### config.mk
export PLATFORM = sky130hd
export DESIGN_NAME = temp_sensor_register_core
export DESIGN_NICKNAME = d
export VERILOG_FILES = /design/src/pkg/temp_core_pkg.sv /design/src/logic/temp_sensor_register_core.sv /design/src/logic/temp_format.sv
export SDC_FILE = /design/constraint.sdc
export NUM_CORES = 1
export LEC_CHECK = 0
export CELL_PAD_IN_SITES_DETAIL_PLACEMENT = 1
export CELL_PAD_IN_SITES_GLOBAL_PLACEMENT = 1
export CORE_UTILIZATION = 50
export DETAILED_ROUTE_END_ITERATION = 6
export DONT_BUFFER_PORTS = 1
export PLACE_DENSITY_LB_ADDON = 0.1
export RECOVER_POWER = 50
export SETUP_SLACK_MARGIN = 0.4
export SLEW_MARGIN = 40
export SYNTH_ARGS = -nofsm -noshare
export SYNTH_HDL_FRONTEND = slang
export SYNTH_HIERARCHICAL = 1
export SYNTH_SLANG_ARGS = --single-unit
export TNS_END_PERCENT = 1
### constraint.sdc
create_clock -name ref_clk -period 2.45 [get_ports ref_clk]
set_input_delay 0.245 -clock ref_clk [delete_from_list [all_inputs] [get_ports ref_clk]]
set_output_delay 0.245 -clock ref_clk [all_outputs]
set_load 0.01 [all_outputs]
### src/pkg/temp_core_pkg.sv
// Purpose: shared constants and types of the thermometer register core
// Assumes: 8-bit registers, byte addresses as the host sends them
// Notes:   temperatures from the converter are signed quarter degrees
package temp_core_pkg;

  // register addresses
  localparam logic [7:0] ADDR_LOCAL    = 8'h00; // local result
  localparam logic [7:0] ADDR_R1_HIGH  = 8'h01; // remote one high byte
  localparam logic [7:0] ADDR_CFG1_RD  = 8'h03; // primary config, read
  localparam logic [7:0] ADDR_CFG1_WR  = 8'h09; // primary config, write
  localparam logic [7:0] ADDR_R1_LOW   = 8'h10; // remote one low byte
  localparam logic [7:0] ADDR_CFG2     = 8'h24; // secondary config
  localparam logic [7:0] ADDR_R2_HIGH  = 8'h30; // remote two high byte
  localparam logic [7:0] ADDR_R2_LOW   = 8'h33; // remote two low byte

  // reset values
  localparam logic [7:0] PTR_RESET     = 8'h00; // pointer after reset
  localparam logic [7:0] RESULT_RESET  = 8'h00; // all results
  localparam logic [7:0] CFG1_RESET    = 8'h00; // primary config
  localparam logic [7:0] CFG2_RESET    = 8'h00; // secondary config
  localparam logic [7:0] READ_DEFAULT  = 8'h00; // unmapped address reads

  // writable bits, reserved bits read zero
  localparam logic [7:0] CFG1_WMASK    = 8'hef; // bit 4 reserved
  localparam logic [7:0] CFG2_WMASK    = 8'h80; // bits 6..0 reserved

  // primary config fields
  localparam int ALARM_MASK_BIT        = 7; // suppress alarm pin
  localparam int STANDBY_BIT           = 6; // standby_select
  localparam int PIN_FUNC_BIT          = 5; // pin_function_select
  localparam int BANK_BIT              = 3; // remote two via remote one
  localparam int RANGE_BIT             = 2; // extended range
  localparam int R1_BLOCK_BIT          = 1; // remote_one_alarm_block
  localparam int R2_BLOCK_BIT          = 0; // remote_two_alarm_block
  // secondary config field
  localparam int LOCK_BIT              = 7; // settings lock

  // data format limits
  localparam logic signed [9:0]  DEFAULT_MIN_DEG = 10'sh000; // 0 degrees
  localparam logic signed [9:0]  DEFAULT_MAX_DEG = 10'sh07f; // 127 deg
  localparam logic signed [10:0] EXT_OFFSET      = 11'sh040; // +64
  localparam logic signed [10:0] EXT_MIN_CODE    = 11'sh000; // -64 deg
  localparam logic signed [10:0] EXT_MAX_CODE    = 11'sh0ff; // +191 deg
  localparam logic [5:0]         FRAC_PAD        = 6'h00;    // low bits

  // converter channel codes
  localparam logic [1:0] CH_LOCAL      = 2'h0;
  localparam logic [1:0] CH_REMOTE1    = 2'h1;
  localparam logic [1:0] CH_REMOTE2    = 2'h2;

  // serial bus byte engine
  typedef enum logic [2:0] {
    BUS_IDLE,
    BUS_ADDR,
    BUS_ADDR_ACK,
    BUS_WDATA,
    BUS_WDATA_ACK,
    BUS_RDATA,
    BUS_MACK
  } bus_state_t;

endpackage : temp_core_pkg

### src/logic/temp_sensor_register_core.sv
// Purpose: register side of a three-channel thermometer on a serial bus
// Assumes: scl and sda arrive asynchronously, converter and limit logic
//          share ref_clk
// Notes:   sda is open drain: sdaOe high pulls the line low
`timescale 1ns/1ns

// Overview of operation
// RULE1 - default 0..127, extended -64..191 when selected
// RULE2 - new range valid from next measurement
// RULE3 - default range binary, clamped to 0..127
// RULE4 - extended range offset binary, plus 64
// RULE5 - format switches at next result, limits untouched
// RULE6 - host rewrites limits after switching range
// RULE7 - every register is eight bits
// RULE8 - first write byte loads the pointer
// RULE9 - later bytes write, reads use pointer
// RULE10 - pointer resets to zero, reads local
// RULE11 - results written by converter only, fixed addresses
// RULE12 - all five results reset to zero
// RULE13 - bank bit redirects remote one to two
// RULE14 - primary config read 0x03, written 0x09
// RULE15 - bit 7 suppresses alarm, not overtemp mode
// RULE16 - standby stops conversions, outputs inactive
// RULE17 - bit 5 selects alarm or second overtemp
// RULE18 - bits 1, 0 block remote alarms
// RULE19 - lock bit freezes lockable registers until reset
// RULE20 - low byte read freezes high until read
// RULE21 - low byte holds two fraction bits only
// RULE22 - writes to result registers are ignored
module temp_sensor_register_core #(
  parameter logic [6:0] SLAVE_ADDR = 7'h2a // arbitrary value
) (
  input  wire logic        ref_clk,
  input  wire logic        rst_n,
  input  wire logic        sclIn,             // bus clock pin
  input  wire logic        sdaIn,             // bus data pin level
  output logic             sdaOut,            // level when driven
  output logic             sdaOe,             // pull data line low
  input  wire logic        resultValid,       // converter result pulse
  input  wire logic [1:0]  resultChannel,     // which channel
  input  wire logic [11:0] resultTemp,        // signed quarter degrees
  input  wire logic        localAlarmReq,     // local limit violated
  input  wire logic        remoteOneAlarmReq, // remote one violated
  input  wire logic        remoteTwoAlarmReq, // remote two violated
  input  wire logic        secondOvertempReq, // high limit comparator
  input  wire logic        overtempReq,       // overtemp comparator
  output logic             conversionEnable,  // converter may run
  output logic             extendedRange,     // range to the converter
  output logic             alarmPinOut,       // level when driven
  output logic             alarmPinOe,        // pull shared pin low
  output logic             overtempOut,       // level when driven
  output logic             overtempOe         // pull overtemp pin low
);

  // pin synchronisers and edge history
  logic [1:0]  sclSync;   // two-stage scl sync
  logic [1:0]  sdaSync;   // two-stage sda sync
  logic        sclPrev;   // scl one cycle back
  logic        sdaPrev;   // sda one cycle back
  logic        sclRise;   // scl rising edge
  logic        sclFall;   // scl falling edge
  logic        startCond; // start or repeated start
  logic        stopCond;  // stop

  // byte engine
  temp_core_pkg::bus_state_t busState;
  logic [2:0]  bitCnt;    // bit within byte
  logic        byteDone;  // eighth bit seen
  logic [7:0]  rxShift;   // received byte
  logic [7:0]  txShift;   // byte being sent
  logic        isRead;    // direction of transfer
  logic        firstData; // next written byte is the pointer
  logic        masterAck; // host acked last read byte
  logic        driveLow;  // sda pull-down

  // register file
  logic [7:0]  regPtr;    // register index pointer
  logic [7:0]  cfg1;      // primary config
  logic [7:0]  cfg2;      // secondary config
  logic [7:0]  resHigh [3]; // high bytes per channel
  logic [7:0]  resLow  [3]; // low bytes per channel
  logic [7:0]  readValue; // byte at the pointer
  logic        wrByte;    // a data byte completed
  logic        ptrWrite;  // pointer load strobe
  logic        regWrite;  // register write strobe
  logic        rdLoad;    // a byte is loaded for reading
  logic        locked;    // settings frozen
  logic        standby;   // conversions suspended
  logic        bankSel;   // remote two behind remote one
  logic        newResult; // accepted converter result
  logic [7:0]  fmtHigh;   // formatted high byte
  logic [7:0]  fmtLow;    // formatted low byte
  logic [2:0]  lowHit;    // low byte read per channel
  logic [2:0]  highHit;   // high byte read per channel
  logic [2:0]  frozen;    // high byte frozen per channel
  logic [2:0]  freezeArm; // low read, waiting for stop
  logic [2:0]  pendValid; // held result waiting
  logic [7:0]  pendHigh [3]; // held high bytes
  logic        pinAssert; // shared pin wants low

  assign locked   = cfg2[temp_core_pkg::LOCK_BIT];
  assign standby  = cfg1[temp_core_pkg::STANDBY_BIT];
  assign bankSel  = cfg1[temp_core_pkg::BANK_BIT];
  assign sdaOut   = 1'b0;
  assign sdaOe    = driveLow;
  assign alarmPinOut = 1'b0;
  assign overtempOut = 1'b0;

  // synchronise pins, first stage read only by second
  always_ff @(posedge ref_clk) begin
    if (!rst_n) begin
      sclSync <= 2'h3;
      sdaSync <= 2'h3;
      sclPrev <= 1'b1;
      sdaPrev <= 1'b1;
    end else begin
      sclSync <= {sclSync[0], sclIn};
      sdaSync <= {sdaSync[0], sdaIn};
      sclPrev <= sclSync[1];
      sdaPrev <= sdaSync[1];
    end
  end

  // edge and bus condition detect
  assign sclRise   = sclSync[1] & ~sclPrev;
  assign sclFall   = ~sclSync[1] & sclPrev;
  assign startCond = sclSync[1] & sclPrev & sdaPrev & ~sdaSync[1];
  assign stopCond  = sclSync[1] & sclPrev & ~sdaPrev & sdaSync[1];

  // strobes out of the byte engine
  assign wrByte   = sclFall & byteDone &
                    (busState == temp_core_pkg::BUS_WDATA);
  assign ptrWrite = wrByte & firstData;  // [RULE8]
  assign regWrite = wrByte & ~firstData; // [RULE9]
  assign rdLoad   = sclFall &
                    (((busState == temp_core_pkg::BUS_ADDR_ACK) & isRead) |
                     ((busState == temp_core_pkg::BUS_MACK) & masterAck));

  // bus byte engine
  always_ff @(posedge ref_clk) begin
    if (!rst_n) begin
      busState  <= temp_core_pkg::BUS_IDLE;
      bitCnt    <= 3'h0;
      byteDone  <= 1'b0;
      rxShift   <= 8'h00;
      txShift   <= 8'h00;
      isRead    <= 1'b0;
      firstData <= 1'b1;
      masterAck <= 1'b0;
      driveLow  <= 1'b0;
    end else if (startCond) begin
      busState  <= temp_core_pkg::BUS_ADDR;
      bitCnt    <= 3'h0;
      byteDone  <= 1'b0;
      firstData <= 1'b1;
      driveLow  <= 1'b0;
    end else if (stopCond) begin
      busState  <= temp_core_pkg::BUS_IDLE;
      driveLow  <= 1'b0;
    end else if (sclRise) begin
      case (busState)
        temp_core_pkg::BUS_ADDR, temp_core_pkg::BUS_WDATA: begin
          rxShift  <= {rxShift[6:0], sdaSync[1]};
          bitCnt   <= bitCnt + 3'h1;
          byteDone <= (bitCnt == 3'h7);
        end
        temp_core_pkg::BUS_RDATA: begin
          bitCnt   <= bitCnt + 3'h1;
          byteDone <= (bitCnt == 3'h7);
        end
        temp_core_pkg::BUS_MACK: masterAck <= ~sdaSync[1];
        default: ;
      endcase
    end else if (sclFall) begin
      case (busState)
        temp_core_pkg::BUS_ADDR: begin
          if (byteDone) begin
            byteDone <= 1'b0;
            if (rxShift[7:1] == SLAVE_ADDR) begin
              isRead   <= rxShift[0];
              driveLow <= 1'b1;
              busState <= temp_core_pkg::BUS_ADDR_ACK;
            end else begin
              busState <= temp_core_pkg::BUS_IDLE; // not ours
            end
          end
        end
        temp_core_pkg::BUS_ADDR_ACK: begin
          if (isRead) begin
            txShift  <= readValue;
            driveLow <= ~readValue[7];
            busState <= temp_core_pkg::BUS_RDATA;
          end else begin
            driveLow <= 1'b0;
            busState <= temp_core_pkg::BUS_WDATA;
          end
        end
        temp_core_pkg::BUS_WDATA: begin
          if (byteDone) begin
            byteDone  <= 1'b0;
            firstData <= 1'b0;
            driveLow  <= 1'b1;
            busState  <= temp_core_pkg::BUS_WDATA_ACK;
          end
        end
        temp_core_pkg::BUS_WDATA_ACK: begin
          driveLow <= 1'b0;
          busState <= temp_core_pkg::BUS_WDATA;
        end
        temp_core_pkg::BUS_RDATA: begin
          if (byteDone) begin
            byteDone <= 1'b0;
            driveLow <= 1'b0;
            busState <= temp_core_pkg::BUS_MACK;
          end else begin
            txShift  <= {txShift[6:0], 1'b0};
            driveLow <= ~txShift[6];
          end
        end
        temp_core_pkg::BUS_MACK: begin
          if (masterAck) begin
            txShift  <= readValue; // same register again
            driveLow <= ~readValue[7];
            busState <= temp_core_pkg::BUS_RDATA;
          end else begin
            busState <= temp_core_pkg::BUS_IDLE;
          end
        end
        default: busState <= temp_core_pkg::BUS_IDLE;
      endcase
    end
  end

  // address pointer
  always_ff @(posedge ref_clk) begin
    if (!rst_n) begin
      regPtr <= temp_core_pkg::PTR_RESET; // [RULE10]
    end else if (ptrWrite) begin
      regPtr <= rxShift; // [RULE8]
    end
  end

  // configuration registers, frozen by the lock
  always_ff @(posedge ref_clk) begin
    if (!rst_n) begin
      cfg1 <= temp_core_pkg::CFG1_RESET;
      cfg2 <= temp_core_pkg::CFG2_RESET;
    end else if (regWrite && !locked) begin // [RULE19] [RULE22]
      if (regPtr == temp_core_pkg::ADDR_CFG1_WR) begin // [RULE14]
        cfg1 <= rxShift & temp_core_pkg::CFG1_WMASK;
      end
      if (regPtr == temp_core_pkg::ADDR_CFG2) begin
        cfg2 <= rxShift & temp_core_pkg::CFG2_WMASK;
      end
    end
  end

  // read multiplexer, all registers eight bits [RULE7]
  always_comb begin
    readValue = temp_core_pkg::READ_DEFAULT;
    lowHit    = 3'h0;
    highHit   = 3'h0;
    case (regPtr)
      temp_core_pkg::ADDR_LOCAL: readValue = resHigh[0]; // [RULE11]
      temp_core_pkg::ADDR_R1_HIGH: begin // [RULE13]
        readValue = bankSel ? resHigh[2] : resHigh[1];
        highHit   = bankSel ? 3'h4 : 3'h2;
      end
      temp_core_pkg::ADDR_R1_LOW: begin
        readValue = bankSel ? resLow[2] : resLow[1];
        lowHit    = bankSel ? 3'h4 : 3'h2;
      end
      temp_core_pkg::ADDR_R2_HIGH: begin
        readValue = resHigh[2];
        highHit   = 3'h4;
      end
      temp_core_pkg::ADDR_R2_LOW: begin
        readValue = resLow[2];
        lowHit    = 3'h4;
      end
      temp_core_pkg::ADDR_CFG1_RD: readValue = cfg1; // [RULE14]
      temp_core_pkg::ADDR_CFG2:    readValue = cfg2;
      default: readValue = temp_core_pkg::READ_DEFAULT;
    endcase
  end

  // result formatting at store time
  temp_format u_format (
    .tempQuarter (resultTemp),
    .extRange    (cfg1[temp_core_pkg::RANGE_BIT]), // [RULE5]
    .highByte    (fmtHigh),
    .lowByte     (fmtLow)
  );

  // standby drops converter results
  assign newResult = resultValid & ~standby; // [RULE16]

  // per-channel result storage and high-byte freeze
  for (genvar ch = 0; ch < 3; ch++) begin : g_chan
    always_ff @(posedge ref_clk) begin
      if (!rst_n) begin
        resHigh[ch]   <= temp_core_pkg::RESULT_RESET; // [RULE12]
        resLow[ch]    <= temp_core_pkg::RESULT_RESET;
        pendHigh[ch]  <= temp_core_pkg::RESULT_RESET;
        pendValid[ch] <= 1'b0;
      end else if (newResult && resultChannel == 2'(ch)) begin // [RULE11]
        resLow[ch] <= fmtLow; // [RULE2]
        if (frozen[ch] && !(rdLoad && highHit[ch])) begin // [RULE20]
          pendHigh[ch]  <= fmtHigh;
          pendValid[ch] <= 1'b1;
        end else begin
          resHigh[ch]   <= fmtHigh; // [RULE5]
          pendValid[ch] <= 1'b0;
        end
      end else if (rdLoad && highHit[ch] && pendValid[ch]) begin
        resHigh[ch]   <= pendHigh[ch]; // catch up after the read
        pendValid[ch] <= 1'b0;
      end
    end

    // low read arms, stop freezes, repeated start drops the arm
    always_ff @(posedge ref_clk) begin
      if (!rst_n) begin
        frozen[ch]    <= 1'b0;
        freezeArm[ch] <= 1'b0;
      end else if (rdLoad && highHit[ch]) begin
        frozen[ch]    <= 1'b0; // [RULE20]
        freezeArm[ch] <= 1'b0;
      end else if (rdLoad && lowHit[ch]) begin
        freezeArm[ch] <= 1'b1;
      end else if (stopCond) begin
        frozen[ch]    <= frozen[ch] | freezeArm[ch];
        freezeArm[ch] <= 1'b0;
      end else if (startCond) begin
        freezeArm[ch] <= 1'b0;
      end
    end
  end

  // shared pin function and alarm gating
  always_comb begin
    if (cfg1[temp_core_pkg::PIN_FUNC_BIT]) begin // [RULE17]
      pinAssert = secondOvertempReq;
    end else begin
      pinAssert = ~cfg1[temp_core_pkg::ALARM_MASK_BIT] & // [RULE15]
                  (localAlarmReq |
                   (remoteOneAlarmReq &
                    ~cfg1[temp_core_pkg::R1_BLOCK_BIT]) | // [RULE18]
                   (remoteTwoAlarmReq &
                    ~cfg1[temp_core_pkg::R2_BLOCK_BIT]));
    end
  end

  // registered pin drives and converter controls
  always_ff @(posedge ref_clk) begin
    if (!rst_n) begin
      alarmPinOe       <= 1'b0;
      overtempOe       <= 1'b0;
      conversionEnable <= 1'b0;
      extendedRange    <= 1'b0;
    end else begin
      alarmPinOe       <= pinAssert & ~standby; // [RULE16]
      overtempOe       <= overtempReq & ~standby;
      conversionEnable <= ~standby;
      extendedRange    <= cfg1[temp_core_pkg::RANGE_BIT]; // [RULE1]
    end
  end
endmodule : temp_sensor_register_core

### src/logic/temp_format.sv
// Purpose: turn one converter result into high and low result bytes
// Assumes: input is signed quarter degrees, floor taken for whole degrees
// Notes:   purely combinational, applied when a result is stored
`timescale 1ns/1ns
module temp_format (
  input  wire logic signed [11:0] tempQuarter,
  input  wire logic               extRange,
  output logic             [7:0]  highByte,
  output logic             [7:0]  lowByte
);

  logic signed [9:0]  wholeDeg;  // floor of the temperature
  logic signed [10:0] offsetDeg; // temperature plus offset

  assign wholeDeg  = tempQuarter[11:2];
  assign offsetDeg = {wholeDeg[9], wholeDeg} + temp_core_pkg::EXT_OFFSET;

  // range clamp and encoding
  always_comb begin
    highByte = wholeDeg[7:0];
    lowByte  = {tempQuarter[1:0], temp_core_pkg::FRAC_PAD}; // [RULE21]
    if (extRange) begin
      // offset binary, clamped to the extended span
      if (offsetDeg < temp_core_pkg::EXT_MIN_CODE) begin // [RULE1]
        highByte = temp_core_pkg::EXT_MIN_CODE[7:0];
        lowByte  = 8'h00;
      end else if (offsetDeg > temp_core_pkg::EXT_MAX_CODE) begin
        highByte = temp_core_pkg::EXT_MAX_CODE[7:0];
        lowByte  = 8'h00;
      end else begin
        highByte = offsetDeg[7:0]; // [RULE4]
      end
    end else begin
      // plain binary, below zero reads 0, above 127 reads 127
      if (wholeDeg < temp_core_pkg::DEFAULT_MIN_DEG) begin // [RULE3]
        highByte = temp_core_pkg::DEFAULT_MIN_DEG[7:0];
        lowByte  = 8'h00;
      end else if (wholeDeg > temp_core_pkg::DEFAULT_MAX_DEG) begin
        highByte = temp_core_pkg::DEFAULT_MAX_DEG[7:0];
        lowByte  = 8'h00;
      end
    end
  end

endmodule : temp_format

Yosys cells after proc, flatten, opt, wreduce, memory -nomap -nowiden
Memories as Yosys holds them, arrays and structs flattened.
Cells that the tools add are included.
- add/sub/neg operators: 2
- $lt $le $gt $ge: 4
- equality and inequality tests: 30
- muxes and demuxes: 112
- bitwise operators: 56
- reductions and logical operators: 54
- operator list (cell ; count):
    $mux 8 ; 24
    $mux 1 ; 72
    $pmux 8 s7 ; 1
    $eq 8x6->1 const B ; 3
    $mux 7 ; 3
    $pmux 7 s3 ; 1
    $and 1x1->1 ; 20
    $mux 3 ; 6
    $ne 2x2->1 const B ; 9
    $not 1->1 ; 18
    $or 1x1->1 ; 18
    $pmux 3 s6 ; 1
    $logic_and 1x1->1 ; 16
    $reduce_and 5->1 ; 3
    $reduce_bool 3->1 ; 5
    $reduce_and 7->1 ; 2
    $eq 3x3->1 const B ; 4
    $ne 4x4->1 const B ; 3
    $pmux 3 s2 ; 2
    $reduce_and 4->1 ; 3
    $add 10x8->11 const B ; 1
    $gt 11x9->1 const B ; 1
    $lt 11x1->1 const B ; 1
    $gt 10x8->1 const B ; 1
    other kinds (24) ; 40
- flip-flop bits (word level): 61
- memory bits (writable): 72
- bits of input ports: 24
- output and inout bits: 8
- word-level logic and storage cells: 291
- memories kept: 3
- memory list (memory ; depth ; bits a word ; rd ports ; clocked after memory_dff ; write ports ; line ; RTL):
    pendHigh ; 3 ; 8 ; 3 ; 0 ; 3 ; temp_sensor_register_core.sv:98 ; logic [7:0] pendHigh [3];
    resHigh ; 3 ; 8 ; 3 ; 0 ; 3 ; temp_sensor_register_core.sv:80 ; logic [7:0] resHigh [3];
    resLow ; 3 ; 8 ; 2 ; 0 ; 3 ; temp_sensor_register_core.sv:81 ; logic [7:0] resLow [3];

Logic depth before layout (Yosys ltp)
- depth after elaboration: 13
- depth in mapped cells: 8
- mapped depth without buffers: 8

Hierarchy
The synthesis kept the hierarchy.
- by module, submodules not included (module ; instances ; cells an instance ; area each (um2) ; seq. area each (um2)):
    temp_sensor_register_core ; 1 ; 532 ; 5499.0 ; 2842.7
    temp_format ; 1 ; 66 ; 401.6 ; 0.0

Worst setup path after synthesis
No wires, ideal clock.
- path kind: register -> register
- from: register regPtr[4]
- to: memory resHigh[1][0] (enable)
- library setup time: 370 ps
- data arrival time: 1744 ps
- data required time: 2080 ps
- slack: 336 ps
- cell stages (with the launch flop): 7
- buffers on the path: 1
- clock period less this slack: 2114 ps
- cells stage by stage: dfxtp_1 buf_6 nor4_4 nand3_2 nor3_1 a21oi_1 nor2_1
- RTL lines (element ; line ; RTL):
    start, declared ; temp_sensor_register_core.sv:77 ; logic [7:0] regPtr;
    start signal, assigned ; temp_sensor_register_core.sv:237 ; regPtr <= temp_core_pkg::PTR_RESET;
    start signal, assigned ; temp_sensor_register_core.sv:239 ; regPtr <= rxShift;
    end, declared ; temp_sensor_register_core.sv:80 ;

Worst setup path in the final report
- from: register busState[0]
- to: register txShift[2]
- longest elaborated chain between the ends: 3
- elaborated cells on any way between the ends: 9
- classes of those cells: eq/ne: 6; mux: 1; reduce/logical: 2
- ends and longest elaborated chain (element ; line ; RTL):
    start, declared ; temp_sensor_register_core.sv:66 ; temp_core_pkg::bus_state_t busState;
    start signal, assigned ; temp_sensor_register_core.sv:142 ; busState <= temp_core_pkg::BUS_IDLE;
    start signal, assigned ; temp_sensor_register_core.sv:152 ; busState <= temp_core_pkg::BUS_ADDR;
    start signal, assigned ; temp_sensor_register_core.sv:158 ; busState <= temp_core_pkg::BUS_IDLE;
    $eq 3x3->1 / $eq 3x2->1 (equally long branches) ; temp_sensor_register_core.sv:175 ; case (busState)
    $ne 2x2->1 (no source line) / $reduce_bool 3->1 (equally long branches) ; n/a ;
    $reduce_and 8->1 (no source line) ; n/a ;
    end signal, assigned ; temp_sensor_register_core.sv:190 ; txShift <= readValue;
    end signal, assigned ; temp_sensor_register_core.sv:216 ; txShift <= {txShift[6:0], 1'b0};
    end signal, assigned ; temp_sensor_register_core.sv:222 ; txShift <= readValue;
    end, declared ; temp_sensor_register_core.sv:70 ; logic [7:0] txShift;
Several ways; a longest one is shown, not always the timed one.
A chain may end at the register's enable or synchronous reset.

==> flow_summary.rst <==
.. list-table::
   :header-rows: 1

   * - Metric
     - Value
   * - Average cell area after synthesis
     - 9.87 sq um
   * - Cell count after synthesis
     - between 500 and 600
   * - Mux share of post-synthesis cell area
     - 7.15%
   * - Critical Path Source Type
     - flop
   * - Area Overhead vs Synth
     - 15.8%
   * - Max_slew headroom
     - 43.2%
   * - Delay of the slowest cell on the worst path
     - 520 ps
   * - IR Drop Worst-Case VDD
     - 0.000509 V
   * - Arrival time worst endpoint
     - 2510 ps
   * - Critical path class
     - reg -> reg
   * - Origin of the worst min-delay path
     - rst_n
   * - Worst Skew
     - 10.8 ps
   * - Compound-Gate Fraction of Synth Area
     - 15.0%
   * - Dpl ws
     - 200 ps
   * - # IOs
     - 32
   * - Clock buffer count from CTS
     - 17
   * - Outcome
     - finished, final reports clean
   * - Top area cells in the synthesized netlist
     - sky130_fd_sc_hd__edfxtp_1, sky130_fd_sc_hd__dfxtp_1, sky130_fd_sc_hd__mux2i_1
   * - Congestion Overflow GR
     - 0
   * - Ratio of final minimum period to clock period
     - 88.3%
   * - Hold Fails Final Rpt
     - 0
   * - Most frequent standard cell in the layout excluding fill and tap cells
     - sky130_fd_sc_hd__edfxtp_1
   * - Die footprint
     - 12200 sq um
   * - Most frequently used flop master after synthesis
     - sky130_fd_sc_hd__dfxtp_1
   * - Number of buffers and inverters on the critical path
     - 1
   * - Data required, critical path
     - approximately 2800 ps
   * - Routed WL
     - 16.9 mm
   * - Max-capacitance violation count
     - 0
   * - Cell type with the largest total area after synthesis
     - sky130_fd_sc_hd__edfxtp_1
   * - Clock Sinks
     - roughly 110
   * - Htree depth
     - 4
   * - Internal reg-to-reg setup slack
     - 290 ps
   * - Post-synthesis share of cell area spent on full adders, half adders and majority gates
     - under 10%
   * - Wire length of the first global-routing pass
     - about 27 mm
   * - Pwr Density
     - between 600 and 700 nW/um^2
   * - Latest clock arrival within the worst-skew pair
     - 420 ps
   * - Worst setup EP type
     - flop
   * - Top library cells by usage in the layout, fill and taps aside
     - sky130_fd_sc_hd__edfxtp_1, sky130_fd_sc_hd__dfxtp_1, sky130_fd_sc_hd__nand2_1
   * - Final critical-path required period
     - 2160 ps
   * - Final weighted congestion in routability-driven placement
     - 0.884
   * - Post-synthesis instance area
     - a little under 6000 sq um
   * - Cell depth of the worst min-delay path
     - 2
   * - Standby leakage power
     - 2.56 nW
   * - Critical Path Most Common Cell
     - sky130_fd_sc_hd__a21oi_1
   * - CTS Root Cell
     - sky130_fd_sc_hd__clkbuf_16
   * - Final ANT Viol Nets
     - 0
   * - Flop and latch count out of synthesis
     - 114
   * - Setup TNS
     - 0 ps
   * - Crit-path slowest cell
     - sky130_fd_sc_hd__a21oi_1
   * - Post-synthesis xor/xnor area fraction
     - less than 1%
   * - Seq/Total Area, Yosys
     - just under 50%
   * - Total of warnings raised by yosys
     - 6
   * - Worst path top cell family by delay
     - compound AO/OA/AOI/OAI gates
   * - Layout filler cell count
     - 1247
   * - Worst R2R Start
     - busState[0]
   * - Number of optimization iterations in the first detailed-route pass
     - 5
   * - Nets
     - 656
   * - Count of flip-flops with a built-in enable after synthesis
     - 56
   * - Largest fanout of any net on the critical path
     - 15
   * - Worst Reg-to-Reg Cells
     - 6
   * - Setup repair after global routing missed its margin
     - yes
   * - Async SR Flop Fraction
     - 0%
   * - Routed vias/inst
     - 6.13
   * - Pin count of the biggest net entering global routing
     - 38
   * - Starting DRC count in detailed routing
     - 270
   * - Count of final max-slew check failures
     - 0
   * - Height of the die
     - about 110 microns
   * - Via count of the routed design
     - 4796
   * - Layout cell share with drive strength beyond 1
     - 13.6%
   * - Initial antenna violation count
     - 0
   * - Std cell rows
     - 39
   * - Setup slack of the critical path after layout
     - 286 ps
   * - TritonCTS clock tree
     - done
   * - Area share of the largest cell type after synthesis
     - 28.5%
   * - Clock-pin slew on the worst setup and hold paths
     - 50 ps
   * - Area inside the core boundary
     - 11500 sq um
   * - Starting utilization of the core area
     - 51.5%
   * - Reg2Reg Capture Point
     - txShift[2]
   * - DP HPWL
     - between 10 and 15 mm
   * - Peak clock frequency supported by timing
     - between 0.4 and 0.5 GHz
   * - Diode insertion count for antenna repair
     - 0
   * - End point of the most critical hold path
     - txShift[0]
   * - Type of the tightest min-delay check
     - in -> reg
   * - Overall fraction of global-route tracks in use
     - 28.8%
   * - Routed wire per std cell
     - 21.6 microns
   * - Largest family of logic cells by synthesized area
     - simple AND/OR/NAND/NOR gates
   * - Remaining DRCs
     - 0
   * - Vias in the first global route
     - approximately 5k
   * - Die width
     - 111 microns
   * - Transition time at the pin with the least slew margin
     - between 800 and 900 ps
   * - Final setup violation count
     - 0
   * - Netlist cell types
     - 75
   * - Deepest clock path buffer count
     - 2
   * - Cell-by-cell trace of the critical path
     - clkbuf_2 -> nand3b_1 -> nand4b_1 -> a21oi_1 -> o21ai_0 -> a21oi_1
   * - IO buf count
     - 0
   * - Worst slack on hold paths
     - around 25 ps
   * - Post-Synth Simple-Gate Area
     - 24.0%
==> state kept, by name, summed over array words and instances (netlist names), 3 cells and up <==
signal,count
cfg1,7
busState,3
regPtr,8
rxShift,8
pendHigh,16
resHigh,24
resLow,16
bitCnt,3
txShift,7
==> metal layers <==
layer / wire (microns) / track usage, %
met1: 7350 / 37.7
met2: 7970 / 45.5
met3: 1090 / 7.19
met4: 523 / 12.1
met5: 0 / 0
==> power by group <==
| group | internal, W | switching [W] | leakage [nW] |
|---|---|---|---|
| Combinational | 0.0000818 | 0.000144 | 1.24 |
| Clock | 0.00147 | 0.000824 | 0.264 |
| Sequential | 0.00205 | 0.0000330 | 1.06 |
| Total | 0.00361 | 0.00100 | 2.56 |
==> timing repair <==
action / CTS / global route
hold endpoints to repair: 41 / 0
setup endpoints to repair: 34 / 77
hold buffers: 6 / 0
buffers inserted: 3 / 2
gates resized for setup: 10 / 10
pin swaps: 3 / 3
gates cloned: 0 / 0
==> per-stage QoR <==
step           total power (W)  utilization, %  std cells  area (sq um)
2_1_floorplan          0.00227               -        605          5930
3_3_place_gp           0.00232            53.6        740          6150
3_5_place_dp           0.00233            53.6        740          6150
4_1_cts                0.00463            59.6        781          6830
5_1_grt                0.00473            59.6        783          6830
6_report               0.00461            59.6        783          6830
==> cells by family after synthesis <==
group                    Yosys count
flip-flops                       114
buffers and inverters             50
multiplexers                      42
XOR/XNOR                           2
adder cells (fa/ha/maj)            5
AND/OR/NAND/NOR                  254
other                              2
AO/OA/AOI/OAI                    129
==> synth_stat cells (2+ instances only) <==
| cell | instances |
|---|---|
| sky130_fd_sc_hd__a22oi_1 | 15 |
| sky130_fd_sc_hd__dfxtp_1 | 58 |
| sky130_fd_sc_hd__and3_1 | 14 |
| sky130_fd_sc_hd__nor4_4 | 2 |
| sky130_fd_sc_hd__and2_1 | 45 |
| sky130_fd_sc_hd__a31oi_1 | 3 |
| sky130_fd_sc_hd__clkbuf_1 | 16 |
| sky130_fd_sc_hd__a211oi_1 | 2 |
| sky130_fd_sc_hd__nand3_1 | 17 |
| sky130_fd_sc_hd__nand4_1 | 8 |
| sky130_fd_sc_hd__nor2_1 | 43 |
| sky130_fd_sc_hd__conb_1 | 2 |
| sky130_fd_sc_hd__nor3_1 | 7 |
| sky130_fd_sc_hd__buf_4 | 10 |
| sky130_fd_sc_hd__a21oi_1 | 29 |
| sky130_fd_sc_hd__nand2b_1 | 8 |
| sky130_fd_sc_hd__nor3b_1 | 3 |
| sky130_fd_sc_hd__o21ai_0 | 23 |
| sky130_fd_sc_hd__nand3b_1 | 3 |
| sky130_fd_sc_hd__nor2b_1 | 27 |
| sky130_fd_sc_hd__ha_1 | 5 |
| sky130_fd_sc_hd__a21o_1 | 2 |
| sky130_fd_sc_hd__o22ai_1 | 14 |
| sky130_fd_sc_hd__buf_2 | 9 |
| sky130_fd_sc_hd__nand4b_1 | 2 |
| sky130_fd_sc_hd__a22o_1 | 8 |
| sky130_fd_sc_hd__inv_1 | 13 |
| sky130_fd_sc_hd__nand4bb_1 | 2 |
| sky130_fd_sc_hd__mux2i_1 | 41 |
| sky130_fd_sc_hd__a311oi_1 | 3 |
| sky130_fd_sc_hd__a21boi_0 | 8 |
| sky130_fd_sc_hd__edfxtp_1 | 56 |
| sky130_fd_sc_hd__or2_2 | 6 |
| sky130_fd_sc_hd__nand2_1 | 51 |
| sky130_fd_sc_hd__nor4_1 | 3 |
==> worst max path at each step <==
stage | start | end | slack (ps) | cells after the start
after floorplan | sclSync[1] | pendHigh[1][0] | 400 | 5
after global placement | regPtr[3] | pendHigh[1][0] | 240 | 4
after detailed placement | regPtr[5] | resHigh[2][4] | 200 | 7
after CTS | sclSync[1] | resHigh[2][7] | 320 | 6
after global routing | sclSync[1] | rxShift[3] | 200 | 5
final | busState[0] | txShift[2] | 290 | 6
==> layout make-up <==
class	instances	area, sq um	area share [%]
Clock buffer	27	494	7.23
Inverter	13	48.8	0.714
Sequential cell	114	2850	41.8
Clock inverter	5	52.6	0.769
Multi-Input combinational cell	441	2900	42.4
Tap cell	143	179	2.62
Timing Repair Buffer	40	305	4.47
No activity file was read; power rests on OpenSTA's default activity.
